===== config.mk =====
export PLATFORM = sky130hd
export DESIGN_NAME = ddio_top
export DESIGN_NICKNAME = d
export VERILOG_FILES = /design/src/common/ddio_pkg.sv /design/src/rtl/ddio_relay_timer.sv /design/src/rtl/ddio_top.sv /design/src/rtl/ddio_tq_filter.sv
export VERILOG_INCLUDE_DIRS = /design/src /design/src/common
export SDC_FILE = /design/constraint.sdc
export NUM_CORES = 1
export LEC_CHECK = 0
export ABC_AREA = 1
export ABC_CLOCK_PERIOD_IN_PS = 4200
export BUFFER_PORTS_ARGS = -buffer_cell sky130_fd_sc_hd__buf_2
export CAP_MARGIN = 20
export CELL_PAD_IN_SITES_DETAIL_PLACEMENT = 1
export CELL_PAD_IN_SITES_GLOBAL_PLACEMENT = 2
export CORE_MARGIN = 2
export CORE_UTILIZATION = 33
export CTS_CLUSTER_SIZE = 10
export DETAILED_ROUTE_END_ITERATION = 12
export PLACE_DENSITY_LB_ADDON = 0.1
export SKIP_CTS_REPAIR_TIMING = 1
export SLEW_MARGIN = 20
export SYNTH_ARGS = -nofsm -noshare
export SYNTH_HDL_FRONTEND = slang
export SYNTH_SLANG_ARGS = --single-unit

===== constraint.sdc =====
create_clock -name clk -period 4.2 [get_ports clk]
set_input_delay 0 -clock clk [delete_from_list [all_inputs] [get_ports clk]]
set_output_delay 0 -clock clk [all_outputs]
set_load 0.1 [all_outputs]

===== src/common/ddio_consts.svh =====
// Offsets, field codes, reset values and timing figures of the I/O block
`ifndef DDIO_CONSTS_SVH
`define DDIO_CONSTS_SVH

// Widths
`define DDIO_AW 8
`define DDIO_DW 16
`define DDIO_NIN 8
`define DDIO_NOUT 5
`define DDIO_NIRQ 5

// Register indices
`define DDIO_R_OUT_STATE 8'h00
`define DDIO_R_CTRL 8'h01
`define DDIO_R_REL2_FN 8'h02
`define DDIO_R_REL3_FN 8'h03
`define DDIO_R_DLY_BASE 8'h04
`define DDIO_R_LOC_SRC 8'h08
`define DDIO_R_REM_SRC 8'h09
`define DDIO_R_TRACE_SRC 8'h0A
`define DDIO_R_TRACE_ST 8'h0B
`define DDIO_R_FILTER 8'h0C
`define DDIO_R_HYST 8'h0D
`define DDIO_R_SET_CMD 8'h0E
`define DDIO_R_IRQ_ST 8'h0F
`define DDIO_R_IRQ_MASK 8'h10
`define DDIO_R_PLC 8'h11
`define DDIO_R_FLAGS 8'h12
`define DDIO_R_IN_FN_BASE 8'h20

// Input function codes
`define DDIO_FN_RUN_STOP 5'h01
`define DDIO_FN_GEN_EN 5'h02
`define DDIO_FN_FAST_STOP 5'h03
`define DDIO_FN_FWD 5'h04
`define DDIO_FN_REV 5'h05
`define DDIO_FN_MULTISPEED 5'h0D
`define DDIO_FN_NO_ALARM 5'h12
`define DDIO_FN_PLC 5'h15
`define DDIO_FN_MAN_AUTO 5'h16
`define DDIO_FN_PROG_OFF 5'h1A
`define DDIO_FN_LOAD_USER 5'h1B
`define DDIO_FN_TMR2 5'h1D
`define DDIO_FN_TMR3 5'h1E
`define DDIO_FN_TRACE 5'h1F

// Relay output function codes
`define DDIO_REL_TIMER 6'h1D
`define DDIO_REL_TQ_POS 6'h2B
`define DDIO_REL_TQ_NEG 6'h2C

// Selector values
`define DDIO_SRC_MULTISPEED 4'h8
`define DDIO_TRIG_INPUT 4'h6
`define DDIO_TRACE_WAITING 2'h1
`define DDIO_TRACE_TRIGGERED 2'h2
`define DDIO_CMD_LOAD1 16'h0007
`define DDIO_CMD_LOAD2 16'h0008
`define DDIO_CMD_SAVE1 16'h000A
`define DDIO_CMD_SAVE2 16'h000B

// Reset values and write limits
`define DDIO_HYST_RST 16'h00C8
`define DDIO_HYST_MAX 16'h03E7

// Interrupt status bits
`define DDIO_IRQ_ALARM 0
`define DDIO_IRQ_REFUSE 1
`define DDIO_IRQ_REJECT 2
`define DDIO_IRQ_TRACE 3
`define DDIO_IRQ_LOAD 4

// Timing
`define DDIO_CLK_NS 4
`define DDIO_TICK_NS 1000000
`define DDIO_SAMPLE_NS 2000000
`define DDIO_CNT_W 20

`endif


===== src/common/ddio_pkg.sv =====
// Types shared by the I/O function block and its helpers
package ddio_pkg;
`include "ddio_consts.svh"

    typedef struct packed {
        logic valid;
        logic [1:0] set;
    } ddio_load_type;

    typedef struct packed {
        logic run_stop_eff;
        logic gen_enable_eff;
        logic alarm_show;
        logic pid_ref_sel;
        logic multispeed_ok;
    } ddio_drive_type;

    typedef enum logic {DDIO_TMR_IDLE, DDIO_TMR_WAIT} ddio_tmr_st_type;

    typedef struct packed {
        ddio_tmr_st_type st;
        logic prev;
        logic relay;
        logic [15:0] cnt;
    } ddio_tmr_state_type;

    typedef struct packed {
        logic signed [15:0] y;
        logic pos;
        logic neg;
    } ddio_flt_state_type;

    typedef struct packed {
        logic [15:0] rdata;
        logic [4:0] dout;
        logic pw_ok;
        logic [5:0] rel2_fn;
        logic [5:0] rel3_fn;
        logic [3:0][15:0] dly;
        logic [3:0] loc_src;
        logic [3:0] rem_src;
        logic [3:0] trace_src;
        logic [1:0] trace_st;
        logic [3:0] flt_k;
        logic [15:0] hyst;
        logic [1:0] saved;
        logic [4:0] irq_st;
        logic [4:0] irq_mask;
        logic [7:0][4:0] in_fn;
        logic lu_prev;
        logic alarm_prev;
        ddio_load_type load;
        logic trace_start;
        ddio_drive_type drv;
        logic [7:0] ms_sel;
        logic [7:0] plc;
        logic [19:0] tick_cnt;
        logic [19:0] smp_cnt;
        logic tick;
        logic smp;
    } ddio_state_type;
endpackage : ddio_pkg


===== src/rtl/ddio_relay_timer.sv =====
// On/off delay timer for one relay driven by a programmable input
`timescale 1ns/1ps
module ddio_relay_timer (
    // Clock and reset
    input wire logic clk,
    input wire logic rst_n,
    // Control
    input wire logic tick,
    input wire logic enable,
    input wire logic level,
    input wire logic [15:0] on_dly,
    input wire logic [15:0] off_dly,
    // Relay
    output logic relay
);
    ddio_pkg::ddio_tmr_state_type s_r, s_nxt;
    logic [15:0] dly;

    always_comb begin
        s_nxt = s_r;
        dly = s_r.prev ? on_dly : off_dly;
        if (!enable) begin
            s_nxt.st = ddio_pkg::DDIO_TMR_IDLE;
            s_nxt.prev = level;
            s_nxt.relay = 1'b0;
            s_nxt.cnt = 16'h0000;
        end else if (level != s_r.prev) begin
            // Any change restarts the count; back to the held level means
            // nothing is pending and the relay stays as it is
            s_nxt.prev = level;
            s_nxt.cnt = 16'h0000;
            s_nxt.st = (level != s_r.relay) ? ddio_pkg::DDIO_TMR_WAIT
                                            : ddio_pkg::DDIO_TMR_IDLE;
        end else if (s_r.st == ddio_pkg::DDIO_TMR_WAIT && tick) begin
            if (s_r.cnt >= dly) begin
                s_nxt.relay = s_r.prev;
                s_nxt.st = ddio_pkg::DDIO_TMR_IDLE;
            end else begin
                s_nxt.cnt = s_r.cnt + 16'h0001;
            end
        end
    end

    always_ff @(posedge clk or negedge rst_n) begin
        if (!rst_n) begin
            s_r <= '0;
        end else begin
            s_r <= s_nxt;
        end
    end

    assign relay = s_r.relay;
endmodule : ddio_relay_timer


===== src/rtl/ddio_top.sv =====
// Programmable digital input and output functions of the drive board
//
// Implementation choices: the address-and-strobe port and the register addresses.
`timescale 1ns/1ps
`include "ddio_consts.svh"
module ddio_top #(
    parameter int TICK_CYCLES = `DDIO_TICK_NS / `DDIO_CLK_NS,
    parameter int SAMPLE_CYCLES = `DDIO_SAMPLE_NS / `DDIO_CLK_NS
) (
    // Clock and reset
    input wire logic clk,
    input wire logic rst_n,
    // Register port
    input wire logic [7:0] reg_addr,
    input wire logic [15:0] reg_wdata,
    input wire logic reg_wr,
    input wire logic reg_rd,
    output logic [15:0] reg_rdata,
    // Terminals
    input wire logic [7:0] din,
    input wire logic [4:0] relay_drive,
    output logic [4:0] do_out,
    // Drive status
    input wire logic drive_enabled,
    input wire logic option_fitted,
    input wire logic signed [15:0] torque_current,
    // Parameter edit handshake
    input wire logic edit_req,
    output logic edit_grant,
    output logic edit_reject,
    // Results to drive
    output ddio_pkg::ddio_load_type load,
    output logic trace_start,
    output ddio_pkg::ddio_drive_type drive_ctl,
    output logic [7:0] multispeed_sel,
    output logic [7:0] plc_levels,
    output logic irq
);
    ddio_pkg::ddio_state_type s_r, s_nxt;

    // Per-input function masks
    logic [7:0] m_run, m_gen, m_fast, m_fwd, m_rev, m_ms, m_alarm;
    logic [7:0] m_plc, m_ma, m_off, m_lu, m_t2, m_t3, m_trace;
    logic ok_run, ok_gen, lock, lu_lvl, alarm_now, ms_ok;
    logic tmr2_en, tmr3_en, tmr2_relay, tmr3_relay, tq_pos, tq_neg;
    logic [4:0] irq_ev;
    logic [4:0] dout_nxt;
    logic load_req, load_ok;
    logic [1:0] load_set;

    genvar gi;
    generate
        for (gi = 0; gi < `DDIO_NIN; gi++) begin : g_in
            logic [4:0] fn;
            assign fn = s_r.in_fn[gi];
            assign m_run[gi] = (fn == `DDIO_FN_RUN_STOP);
            assign m_gen[gi] = (fn == `DDIO_FN_GEN_EN);
            assign m_fast[gi] = (fn == `DDIO_FN_FAST_STOP);
            assign m_fwd[gi] = (fn == `DDIO_FN_FWD);
            assign m_rev[gi] = (fn == `DDIO_FN_REV);
            assign m_ms[gi] = (fn == `DDIO_FN_MULTISPEED);
            assign m_alarm[gi] = (fn == `DDIO_FN_NO_ALARM);
            assign m_plc[gi] = (fn == `DDIO_FN_PLC);
            assign m_ma[gi] = (fn == `DDIO_FN_MAN_AUTO);
            assign m_off[gi] = (fn == `DDIO_FN_PROG_OFF);
            assign m_lu[gi] = (fn == `DDIO_FN_LOAD_USER);
            assign m_t2[gi] = (fn == `DDIO_FN_TMR2);
            assign m_t3[gi] = (fn == `DDIO_FN_TMR3);
            assign m_trace[gi] = (fn == `DDIO_FN_TRACE);
        end
    endgenerate

    // An unassigned group member counts as on
    assign ok_run = &(~(m_gen | m_fast | m_fwd | m_rev) | din);
    assign ok_gen = &(~(m_run | m_fast | m_fwd | m_rev) | din);
    assign lock = |(m_off & din);
    assign lu_lvl = |(m_lu & din);
    assign alarm_now = |(m_alarm & ~din);
    assign ms_ok = (s_r.loc_src == `DDIO_SRC_MULTISPEED) ||
                   (s_r.rem_src == `DDIO_SRC_MULTISPEED);
    assign tmr2_en = (s_r.rel2_fn == `DDIO_REL_TIMER);
    assign tmr3_en = (s_r.rel3_fn == `DDIO_REL_TIMER);

    // Edits are answered in the cycle they are asked
    assign edit_grant = edit_req && !lock && s_r.pw_ok;
    assign edit_reject = edit_req && !edit_grant;

    ddio_relay_timer u_tmr2 (
        .clk(clk),
        .rst_n(rst_n),
        .tick(s_r.tick),
        .enable(tmr2_en),
        .level(|(m_t2 & din)),
        .on_dly(s_r.dly[0]),
        .off_dly(s_r.dly[1]),
        .relay(tmr2_relay)
    );

    ddio_relay_timer u_tmr3 (
        .clk(clk),
        .rst_n(rst_n),
        .tick(s_r.tick),
        .enable(tmr3_en),
        .level(|(m_t3 & din)),
        .on_dly(s_r.dly[2]),
        .off_dly(s_r.dly[3]),
        .relay(tmr3_relay)
    );

    ddio_tq_filter u_filter (
        .clk(clk),
        .rst_n(rst_n),
        .smp(s_r.smp),
        .shift(s_r.flt_k),
        .hyst(s_r.hyst),
        .iq(torque_current),
        .pos(tq_pos),
        .neg(tq_neg)
    );

    function automatic logic relay_mux(input logic [5:0] fn,
                                       input logic tmr,
                                       input logic drv);
        logic r;
        r = drv;
        if (fn == `DDIO_REL_TIMER) begin
            r = tmr;
        end else if (fn == `DDIO_REL_TQ_POS) begin
            r = tq_pos;
        end else if (fn == `DDIO_REL_TQ_NEG) begin
            r = tq_neg;
        end
        return r;
    endfunction : relay_mux

    always_comb begin
        s_nxt = s_r;
        irq_ev = 5'h00;
        load_req = 1'b0;
        load_set = 2'h0;

        // Timebase dividers
        s_nxt.tick = 1'b0;
        s_nxt.smp = 1'b0;
        if (s_r.tick_cnt == 20'(TICK_CYCLES - 1)) begin
            s_nxt.tick_cnt = 20'h00000;
            s_nxt.tick = 1'b1;
        end else begin
            s_nxt.tick_cnt = s_r.tick_cnt + 20'h00001;
        end
        if (s_r.smp_cnt == 20'(SAMPLE_CYCLES - 1)) begin
            s_nxt.smp_cnt = 20'h00000;
            s_nxt.smp = 1'b1;
        end else begin
            s_nxt.smp_cnt = s_r.smp_cnt + 20'h00001;
        end

        // Output pins; option outputs stay off without the board
        dout_nxt[0] = relay_drive[0];
        dout_nxt[1] = relay_mux(s_r.rel2_fn, tmr2_relay, relay_drive[1]);
        dout_nxt[2] = relay_mux(s_r.rel3_fn, tmr3_relay, relay_drive[2]);
        dout_nxt[4:3] = option_fitted ? relay_drive[4:3] : 2'h0;
        s_nxt.dout = dout_nxt;

        // Drive-facing levels
        s_nxt.drv.run_stop_eff = |(m_run & din) && ok_run;
        s_nxt.drv.gen_enable_eff = |(m_gen & din) && ok_gen;
        s_nxt.drv.alarm_show = alarm_now;
        s_nxt.drv.pid_ref_sel = |(m_ma & din);
        s_nxt.drv.multispeed_ok = ms_ok;
        s_nxt.ms_sel = ms_ok ? (m_ms & din) : 8'h00;
        s_nxt.plc = m_plc & din;
        s_nxt.alarm_prev = alarm_now;
        if (alarm_now && !s_r.alarm_prev) begin
            irq_ev[`DDIO_IRQ_ALARM] = 1'b1;
        end
        if (edit_reject) begin
            irq_ev[`DDIO_IRQ_REJECT] = 1'b1;
        end

        // Trace trigger
        s_nxt.trace_start = 1'b0;
        if (|(m_trace & din) && s_r.trace_src == `DDIO_TRIG_INPUT &&
            s_r.trace_st == `DDIO_TRACE_WAITING) begin
            s_nxt.trace_start = 1'b1;
            s_nxt.trace_st = `DDIO_TRACE_TRIGGERED;
            irq_ev[`DDIO_IRQ_TRACE] = 1'b1;
        end

        // User-set select edges, only for sets saved before
        s_nxt.lu_prev = lu_lvl;
        if (lu_lvl && !s_r.lu_prev && s_r.saved[0]) begin
            load_req = 1'b1;
            load_set = 2'h1;
        end else if (!lu_lvl && s_r.lu_prev && s_r.saved[1]) begin
            load_req = 1'b1;
            load_set = 2'h2;
        end

        // Register writes
        if (reg_wr) begin
            unique case (reg_addr)
                `DDIO_R_CTRL: s_nxt.pw_ok = reg_wdata[0];
                `DDIO_R_REL2_FN: s_nxt.rel2_fn = reg_wdata[5:0];
                `DDIO_R_REL3_FN: s_nxt.rel3_fn = reg_wdata[5:0];
                `DDIO_R_LOC_SRC: s_nxt.loc_src = reg_wdata[3:0];
                `DDIO_R_REM_SRC: s_nxt.rem_src = reg_wdata[3:0];
                `DDIO_R_TRACE_SRC: s_nxt.trace_src = reg_wdata[3:0];
                `DDIO_R_TRACE_ST: s_nxt.trace_st = reg_wdata[1:0];
                `DDIO_R_FILTER: s_nxt.flt_k = reg_wdata[3:0];
                `DDIO_R_HYST: begin
                    s_nxt.hyst = (reg_wdata > `DDIO_HYST_MAX) ?
                                 `DDIO_HYST_MAX : reg_wdata;
                end
                `DDIO_R_IRQ_MASK: s_nxt.irq_mask = reg_wdata[4:0];
                `DDIO_R_SET_CMD: begin
                    if (reg_wdata == `DDIO_CMD_SAVE1) begin
                        s_nxt.saved[0] = 1'b1;
                    end else if (reg_wdata == `DDIO_CMD_SAVE2) begin
                        s_nxt.saved[1] = 1'b1;
                    end else if (reg_wdata == `DDIO_CMD_LOAD1) begin
                        load_req = 1'b1;
                        load_set = 2'h1;
                    end else if (reg_wdata == `DDIO_CMD_LOAD2) begin
                        load_req = 1'b1;
                        load_set = 2'h2;
                    end
                end
                default: begin
                    if (reg_addr[7:2] == `DDIO_R_DLY_BASE >> 2) begin
                        s_nxt.dly[reg_addr[1:0]] = reg_wdata;
                    end else if (reg_addr[7:3] == `DDIO_R_IN_FN_BASE >> 3)
                    begin
                        s_nxt.in_fn[reg_addr[2:0]] = reg_wdata[4:0];
                    end
                end
            endcase
        end

        // Load pulse; a load while enabled is dropped and flagged
        load_ok = load_req && !drive_enabled;
        s_nxt.load.valid = load_ok;
        s_nxt.load.set = load_ok ? load_set : 2'h0;
        if (load_req && drive_enabled) begin
            irq_ev[`DDIO_IRQ_REFUSE] = 1'b1;
        end
        if (load_ok) begin
            irq_ev[`DDIO_IRQ_LOAD] = 1'b1;
        end

        // Register reads
        s_nxt.rdata = 16'h0000;
        if (reg_rd) begin
            unique case (reg_addr)
                `DDIO_R_OUT_STATE: s_nxt.rdata = {11'h000, s_r.dout};
                `DDIO_R_CTRL: s_nxt.rdata = {15'h0000, s_r.pw_ok};
                `DDIO_R_REL2_FN: s_nxt.rdata = {10'h000, s_r.rel2_fn};
                `DDIO_R_REL3_FN: s_nxt.rdata = {10'h000, s_r.rel3_fn};
                `DDIO_R_LOC_SRC: s_nxt.rdata = {12'h000, s_r.loc_src};
                `DDIO_R_REM_SRC: s_nxt.rdata = {12'h000, s_r.rem_src};
                `DDIO_R_TRACE_SRC: s_nxt.rdata = {12'h000, s_r.trace_src};
                `DDIO_R_TRACE_ST: s_nxt.rdata = {14'h0000, s_r.trace_st};
                `DDIO_R_FILTER: s_nxt.rdata = {12'h000, s_r.flt_k};
                `DDIO_R_HYST: s_nxt.rdata = s_r.hyst;
                `DDIO_R_SET_CMD: s_nxt.rdata = {14'h0000, s_r.saved};
                `DDIO_R_IRQ_ST: s_nxt.rdata = {11'h000, s_r.irq_st};
                `DDIO_R_IRQ_MASK: s_nxt.rdata = {11'h000, s_r.irq_mask};
                `DDIO_R_PLC: s_nxt.rdata = {8'h00, s_r.plc};
                `DDIO_R_FLAGS: s_nxt.rdata = {11'h000, s_r.drv};
                default: begin
                    if (reg_addr[7:2] == `DDIO_R_DLY_BASE >> 2) begin
                        s_nxt.rdata = s_r.dly[reg_addr[1:0]];
                    end else if (reg_addr[7:3] == `DDIO_R_IN_FN_BASE >> 3)
                    begin
                        s_nxt.rdata = {11'h000, s_r.in_fn[reg_addr[2:0]]};
                    end
                end
            endcase
        end

        // Sticky status; a same-cycle event survives the read clear
        if (reg_rd && reg_addr == `DDIO_R_IRQ_ST) begin
            s_nxt.irq_st = irq_ev;
        end else begin
            s_nxt.irq_st = s_r.irq_st | irq_ev;
        end
    end

    always_ff @(posedge clk or negedge rst_n) begin
        if (!rst_n) begin
            s_r <= '0;
            s_r.hyst <= `DDIO_HYST_RST;
            s_r.lu_prev <= 1'b0;
        end else begin
            s_r <= s_nxt;
        end
    end

    assign reg_rdata = s_r.rdata;
    assign do_out = s_r.dout;
    assign load = s_r.load;
    assign trace_start = s_r.trace_start;
    assign drive_ctl = s_r.drv;
    assign multispeed_sel = s_r.ms_sel;
    assign plc_levels = s_r.plc;
    assign irq = |(s_r.irq_st & s_r.irq_mask);
endmodule : ddio_top


===== src/rtl/ddio_tq_filter.sv =====
// First-order torque-current filter with hysteresis polarity outputs
`timescale 1ns/1ps
module ddio_tq_filter (
    // Clock and reset
    input wire logic clk,
    input wire logic rst_n,
    // Sample and settings
    input wire logic smp,
    input wire logic [3:0] shift,
    input wire logic [15:0] hyst,
    input wire logic signed [15:0] iq,
    // Polarity
    output logic pos,
    output logic neg
);
    ddio_pkg::ddio_flt_state_type s_r, s_nxt;
    logic signed [16:0] diff;
    logic signed [16:0] step;
    logic signed [16:0] h;

    always_comb begin
        s_nxt = s_r;
        diff = 17'(iq) - 17'(s_r.y);
        // Shift form of the time constant avoids a divider
        step = diff >>> shift;
        h = $signed({1'b0, hyst});
        if (smp) begin
            s_nxt.y = s_r.y + step[15:0];
        end
        if (17'(s_r.y) > h) begin
            s_nxt.pos = 1'b1;
            s_nxt.neg = 1'b0;
        end else if (17'(s_r.y) < -h) begin
            s_nxt.pos = 1'b0;
            s_nxt.neg = 1'b1;
        end
    end

    always_ff @(posedge clk or negedge rst_n) begin
        if (!rst_n) begin
            s_r <= '0;
        end else begin
            s_r <= s_nxt;
        end
    end

    assign pos = s_r.pos;
    assign neg = s_r.neg;
endmodule : ddio_tq_filter


==> run summary, run 1 <==
Num CTS Buffers - 41
Final Wtd Congestion - 0.922
Area Overhead vs Synth - 17.0%
vias - 18.4k
IO Count - 109
Area contributors post-synth - dfrtp_1 (39%), nand2_1 (11%), inv_1 (6.7%)
PwrDens - 332 nW/µm²
crit path DAT - 4.47 ns
Placement Setup Slack - -0.303 ns
clock power share - 46.0%
Filler Cells Inserted - 7308
Setup crit end kind - flip-flop
Final Hold Violating Endpoints - 0
slowest stage delay, CP - 0.41 ns
GR peak layer - met2
max-cap viol count - 0
Synth Register Bits - 308
remaining antenna violation count - 0
Worst Path Required - 4.61 ns
Sink Count - 308
CP Class - flip-flop to flip-flop
num rows - 89
RSZ-0062 raised after global routing - true
hpwl dp - 54500 µm
sequential share of power - 41.3%
Hold WS - 0.0466 ns
DRT Pass-1 Iters - 5
Final Max Slew Viols - 0
final setup fails - 0
Core Box Area - 59000 µm²
P_int - 5500 µW
Main synth FF type - dfrtp_1
Root Buffer - clkbuf_16
Clock Path Buffers - 3
worst-margin pin slew - 1.07 ns
Sw Ratio - 28.0%
vias in the first global route - 18.8k
Buffers & Inverters on Critical Path - 3
fin area - 23000 µm²
first-pass GRT wire length - 110000 µm
Vias/cell - 5.16
most used cell along the critical path - nand2_1
GR Layer Usage met2 - 39.1%
drc violations - 0
GRT Residual Overflow - 0
clock skew - 0.0246 ns
initial antenna violation count - 3
CP Launch Type - flip-flop
CTS tree - yes
Lkg Pwr - 0.0111 µW
Worst Setup Slack, final - 0.139 ns
Die Footprint - 61600 µm²
Starting Density - 33.4%
final worst path period need - 4.06 ns
Synth Instances - 2618
outcome - finished clean
Critical-path top delay cell - fa_2
die width - 248 µm
CTS clk-pin slew, worst paths - 0.06 ns
synth warn - 0
PortBufs - 108
Combinational Power Share - 12.7%
met1 Use GR - 30.7%
met3 Resource Use GR - 2.89%
GRT Overall Usage - 23.1%
routed wire length - 71100 µm
Synth Net Count - 2781
Slew Limit Headroom - 28.7%
sw power - 2140 µW
synthesized area - 19700 µm²
HP Class - input port to async pin
worst skew pair latency - 0.57 ns
layout net count - 2922
area leader, netlist - dfrtp_1
H-tree levels - 2
post-synth top area share - 38.8%
First DRT Iteration DRCs - 903
largest net degree at the start of global routing - 116
Max IR drop VDD - 0.000302 V
CP max FO - 4
Placed Area - 21000 µm²
DR WL/cell - 20.0 µm
ant diodes - 0
Syn Area/Cell - 7.52 µm²
Post-synth EDFFs - 0
fraction of layout cells with a size suffix above 1 - 12.7%
asr flop ratio synth - 100%
Peak Freq - 246 MHz
sequential-to-total area share from yosys stat - 39.2%
Die H - 248 µm
crit-path leading delay family - compound AO/OA/AOI/OAI gates
Tcrit/Tclk final - 96.7%
synth unique cells - 68
TNS Setup - 0 ns
[cell usage in the layout, fill, tap and decap left out, drive strengths merged, types with 13 or more instances in the layout]
| cell type | netlist | final |
|---|---|---|
| inv | 366 | 368 |
| dfrtp | 305 | 305 |
| o21ai | 271 | 271 |
| a21oi | 118 | 118 |
| o21a | 13 | 13 |
| nand3 | 133 | 133 |
| ha | 101 | 101 |
| buf | 75 | 179 |
| nor2 | 197 | 197 |
| nor3 | 90 | 90 |
| a221oi | 16 | 16 |
| nor4 | 28 | 28 |
| nand4 | 36 | 36 |
| clkbuf | 43 | 64 |
| nand2 | 601 | 601 |
| xor2 | 47 | 47 |
| o22ai | 52 | 52 |
| dlygate4sd3 | 0 | 37 |
[metal layers]
metal  part of all wire (%)  wire length (µm)  vias to the layer above
met4                    2.7              1950                        2
met1                     46             32500                     9033
met3                    3.7              2620                      101
met2                     48             34000                      282
met5                  0.011                 8                        -
li1                       -                 -                     8969
[power by group through the flow]
stage	clock, µW	combinational, µW	sequential, µW
3_3_place_gp	0	885	3210
3_5_place_dp	0	903	3210
6_report	3510	967	3160
5_1_grt	3750	1080	3170
2_1_floorplan	0	571	3170
4_1_cts	3640	907	3160
[path summary, 6_finish.rpt]
| path | endpoint | slack [ns] | cells past startpoint | startpoint |
|---|---|---|---|---|
| worst max-delay path | u_filter.s_r[12] | 0.14 | 26 | u_filter.s_r[4] |
| worst min-delay path | s_r[199] | 0.05 | 2 | rst_n |
| worst max register to register | u_filter.s_r[12] | 0.14 | 26 | u_filter.s_r[4] |
| worst min register to register | s_r[2] | 0.46 | 1 | s_r[2] |
| max in group asynchronous | g_in[3].fn[0] | 2.83 | 3 | rst_n |
| min in group clk | s_r[119] | 0.05 | 5 | reg_addr[3] |
[registers in the layout, indices dropped and copies added, names as in the netlist, 3 cells and up]
register,flops
s_r,166
g_in.fn,40
u_tmr2.s_r,18
u_tmr3.s_r,18
reg_rdata,16
u_filter.s_r,16
multispeed_sel,8
plc_levels,8
do_out,5
drive_ctl,5
load,3
[per-stage QoR]
stage	power, µW	utilization (%)	instances
after floorplan	3740	-	2618
after global placement	4090	35.6	3444
final	7640	39.0	3562
after detailed placement	4110	35.6	3444
after CTS	7700	37.9	3517
after global routing	8000	39.0	3562
[cell usage after synthesis, types with 27 or more instances]
| library cell | instances |
|---|---|
| nand2_1 | 596 |
| nor3_1 | 80 |
| inv_1 | 352 |
| o21ai_0 | 242 |
| nand3_1 | 131 |
| buf_4 | 53 |
| nor2_1 | 176 |
| clkbuf_1 | 43 |
| nor4_1 | 27 |
| a21oi_1 | 118 |
| o21ai_1 | 29 |
| nand4_1 | 34 |
| ha_1 | 101 |
| xor2_1 | 47 |
| o22ai_1 | 52 |
| dfrtp_1 | 305 |
[kinds of logic (layout without fill, tap and decap cells)]
family          count (synthesis)  count (layout)  synth area share (%)
simple gates                 1104            1104                  24.6
compound gates                553             553                  16.2
buf+inv                       487             658                  10.5
flops                         308             308                  39.2
fa+ha+maj                     103             103                  6.62
xor+xnor                       59              59                  2.62
mux                             4               4                 0.254
[cell type report]
cell class                 instances  area [µm²]  share of cell area (%)
clock buffer                      64        1190                    5.18
clock inverter                     9         130                   0.565
inverter                         369        1390                    6.05
tap                              773         967                    4.20
multi-input combinational       1823       10200                    44.1
timing repair buffer             216        1470                    6.40
sequential                       308        7710                    33.5
Power figures use the tool's default switching activity.
==> run 2: changes to the inputs <==
Settings changed: ABC_CLOCK_PERIOD_IN_PS 4200 to 4900, CORE_UTILIZATION 33 to 40.
Clock period 4.2 ns to 4.9 ns, I/O delays scaled along.
==> run summary, run 2 (synthesis results as in run 1) <==
commonest non-fill, non-tap cell in the layout - nand2_1
Total Power - 6520 µW
Starting Density - 40.4%
Lkg Pwr - 0.0108 µW
met1 Use GR - 38.0%
Num CTS Buffers - 41
Sw Ratio - 27.9%
Hold WS - -0.0341 ns
remaining antenna violation count - 0
Die Footprint - 51000 µm²
Placement Setup Slack - 0.153 ns
final setup fails - 0
Area Overhead vs Synth - 13.1%
Setup crit end kind - flip-flop
Slew Limit Headroom - 30.7%
Sink Count - 308
critical path launch point - u_filter.s_r[2]
H-tree levels - 2
crit path DAT - 4.95 ns
sequential share of power - 41.5%
HP Class - input port to async pin
Clock Path Buffers - 3
drc violations - 0
RSZ-0062 raised after global routing - true
CP Launch Type - flip-flop
CTS tree - yes
GR peak layer - met2
final std cells w/o fill - 3398
worst skew pair latency - 0.57 ns
failing checks - hold timing
outcome - complete, but fails checks
most frequent cells in the layout - nand2_1 (593), inv_1 (352), dfrtp_1 (304), o21ai_0 (242), nor2_1 (176)
slowest stage delay, CP - 0.41 ns
met3 Resource Use GR - 3.41%
DRT Pass-1 Iters - 5
Final Max Slew Viols - 0
TNS Setup - 0 ns
Combinational Power Share - 12.1%
Filler Cells Inserted - 6029
Buffers & Inverters on Critical Path - 1
num rows - 81
GRT Residual Overflow - 0
GR Layer Usage met2 - 48.0%
most used cell along the critical path - nand2_1
PwrDens - 293 nW/µm²
crit-path leading delay family - simple AND/OR/NAND/NOR gates
DR WL/cell - 21.3 µm
Worst Setup Slack, final - 0.365 ns
worst-margin pin slew - 1.04 ns
Tcrit/Tclk final - 92.6%
max-cap viol count - 0
Die H - 226 µm
sw power - 1820 µW
Peak Freq - 220 MHz
CP Class - flip-flop to flip-flop
Largest Register - s_r
Core Box Area - 48700 µm²
Worst R2R Start - u_filter.s_r[2]
routed wire length - 72300 µm
fraction of layout cells with a size suffix above 1 - 9.55%
Final Wtd Congestion - 0.895
area of the multi-input gates - 9930 µm²
layout net count - 2870
clock skew - 0.0201 ns
CTS clk-pin slew, worst paths - 0.06 ns
vias in the first global route - 19.0k
largest net degree at the start of global routing - 143
Vias/cell - 5.52
initial antenna violation count - 0
Max IR drop VDD - 0.000207 V
hpwl dp - 55000 µm
Largest register FFs - 166
Root Buffer - clkbuf_16
Final Hold Violating Endpoints - 7
CP max FO - 4
Critical-path top delay cell - fa_1
final worst path period need - 4.54 ns
first-pass GRT wire length - 111000 µm
P_int - 4700 µW
PortBufs - 108
GRT Overall Usage - 28.5%
First DRT Iteration DRCs - 1211
die width - 226 µm
register area - 7710 µm²
clock power share - 46.3%
DP Cell Count - 3293
IO Count - 109
Worst Path Required - 5.31 ns
vias - 18.8k
run 2: final cells by class:
class | instances | share of cell area [%]
flip-flops and latches | 308 | 34.6
repair buffers | 164 | 4.81
well taps | 664 | 3.73
diodes | 2 | 0.0225
clock inverters | 9 | 0.719
multi-input cells | 1823 | 44.6
clock buffers | 59 | 5.19
inverters | 369 | 6.26
run 2: metrics by stage:
stage	utilization, %	area, µm²
floorplan	-	19700
global placement	42.2	20600
detailed placement	42.2	20600
CTS	44.9	21900
global route	45.7	22300
finish	45.7	22300
run 2: layer usage:
metal  up-vias  routed length (µm)
met2       371               34400
met4         0                2220
met3       106                2870
met5         -                   0
met1      9417               32800
li1       8868                   -
run 2: worst register-to-register path, delay by kind of cell, from the launching register on:
kind,cells,cell delay [ns]
simple gates,14,1.32
fa+ha+maj,4,1.27
compound gates,7,1.02
flops,1,0.40
xor+xnor,2,0.32
buf+inv,1,0.07
run 2: worst paths after layout:
path,endpoint,slack [ns],cells past startpoint
min reg2reg,s_r[2],0.46,1
max reg2reg,u_filter.s_r[14],0.36,28
max,u_filter.s_r[14],0.36,28
min in group clk,s_r[116],0,3
min,u_tmr2.s_r[11],-0.03,2
max in group asynchronous,s_r[34],3.61,3
run 2: power groups by stage:
stage	clock network (µW)	registers (µW)	logic [µW]
floorplan	0	2720	489
global placement	0	2750	746
detailed placement	0	2750	762
CTS	3080	2710	767
global route	3190	2720	869
finish	3020	2710	790
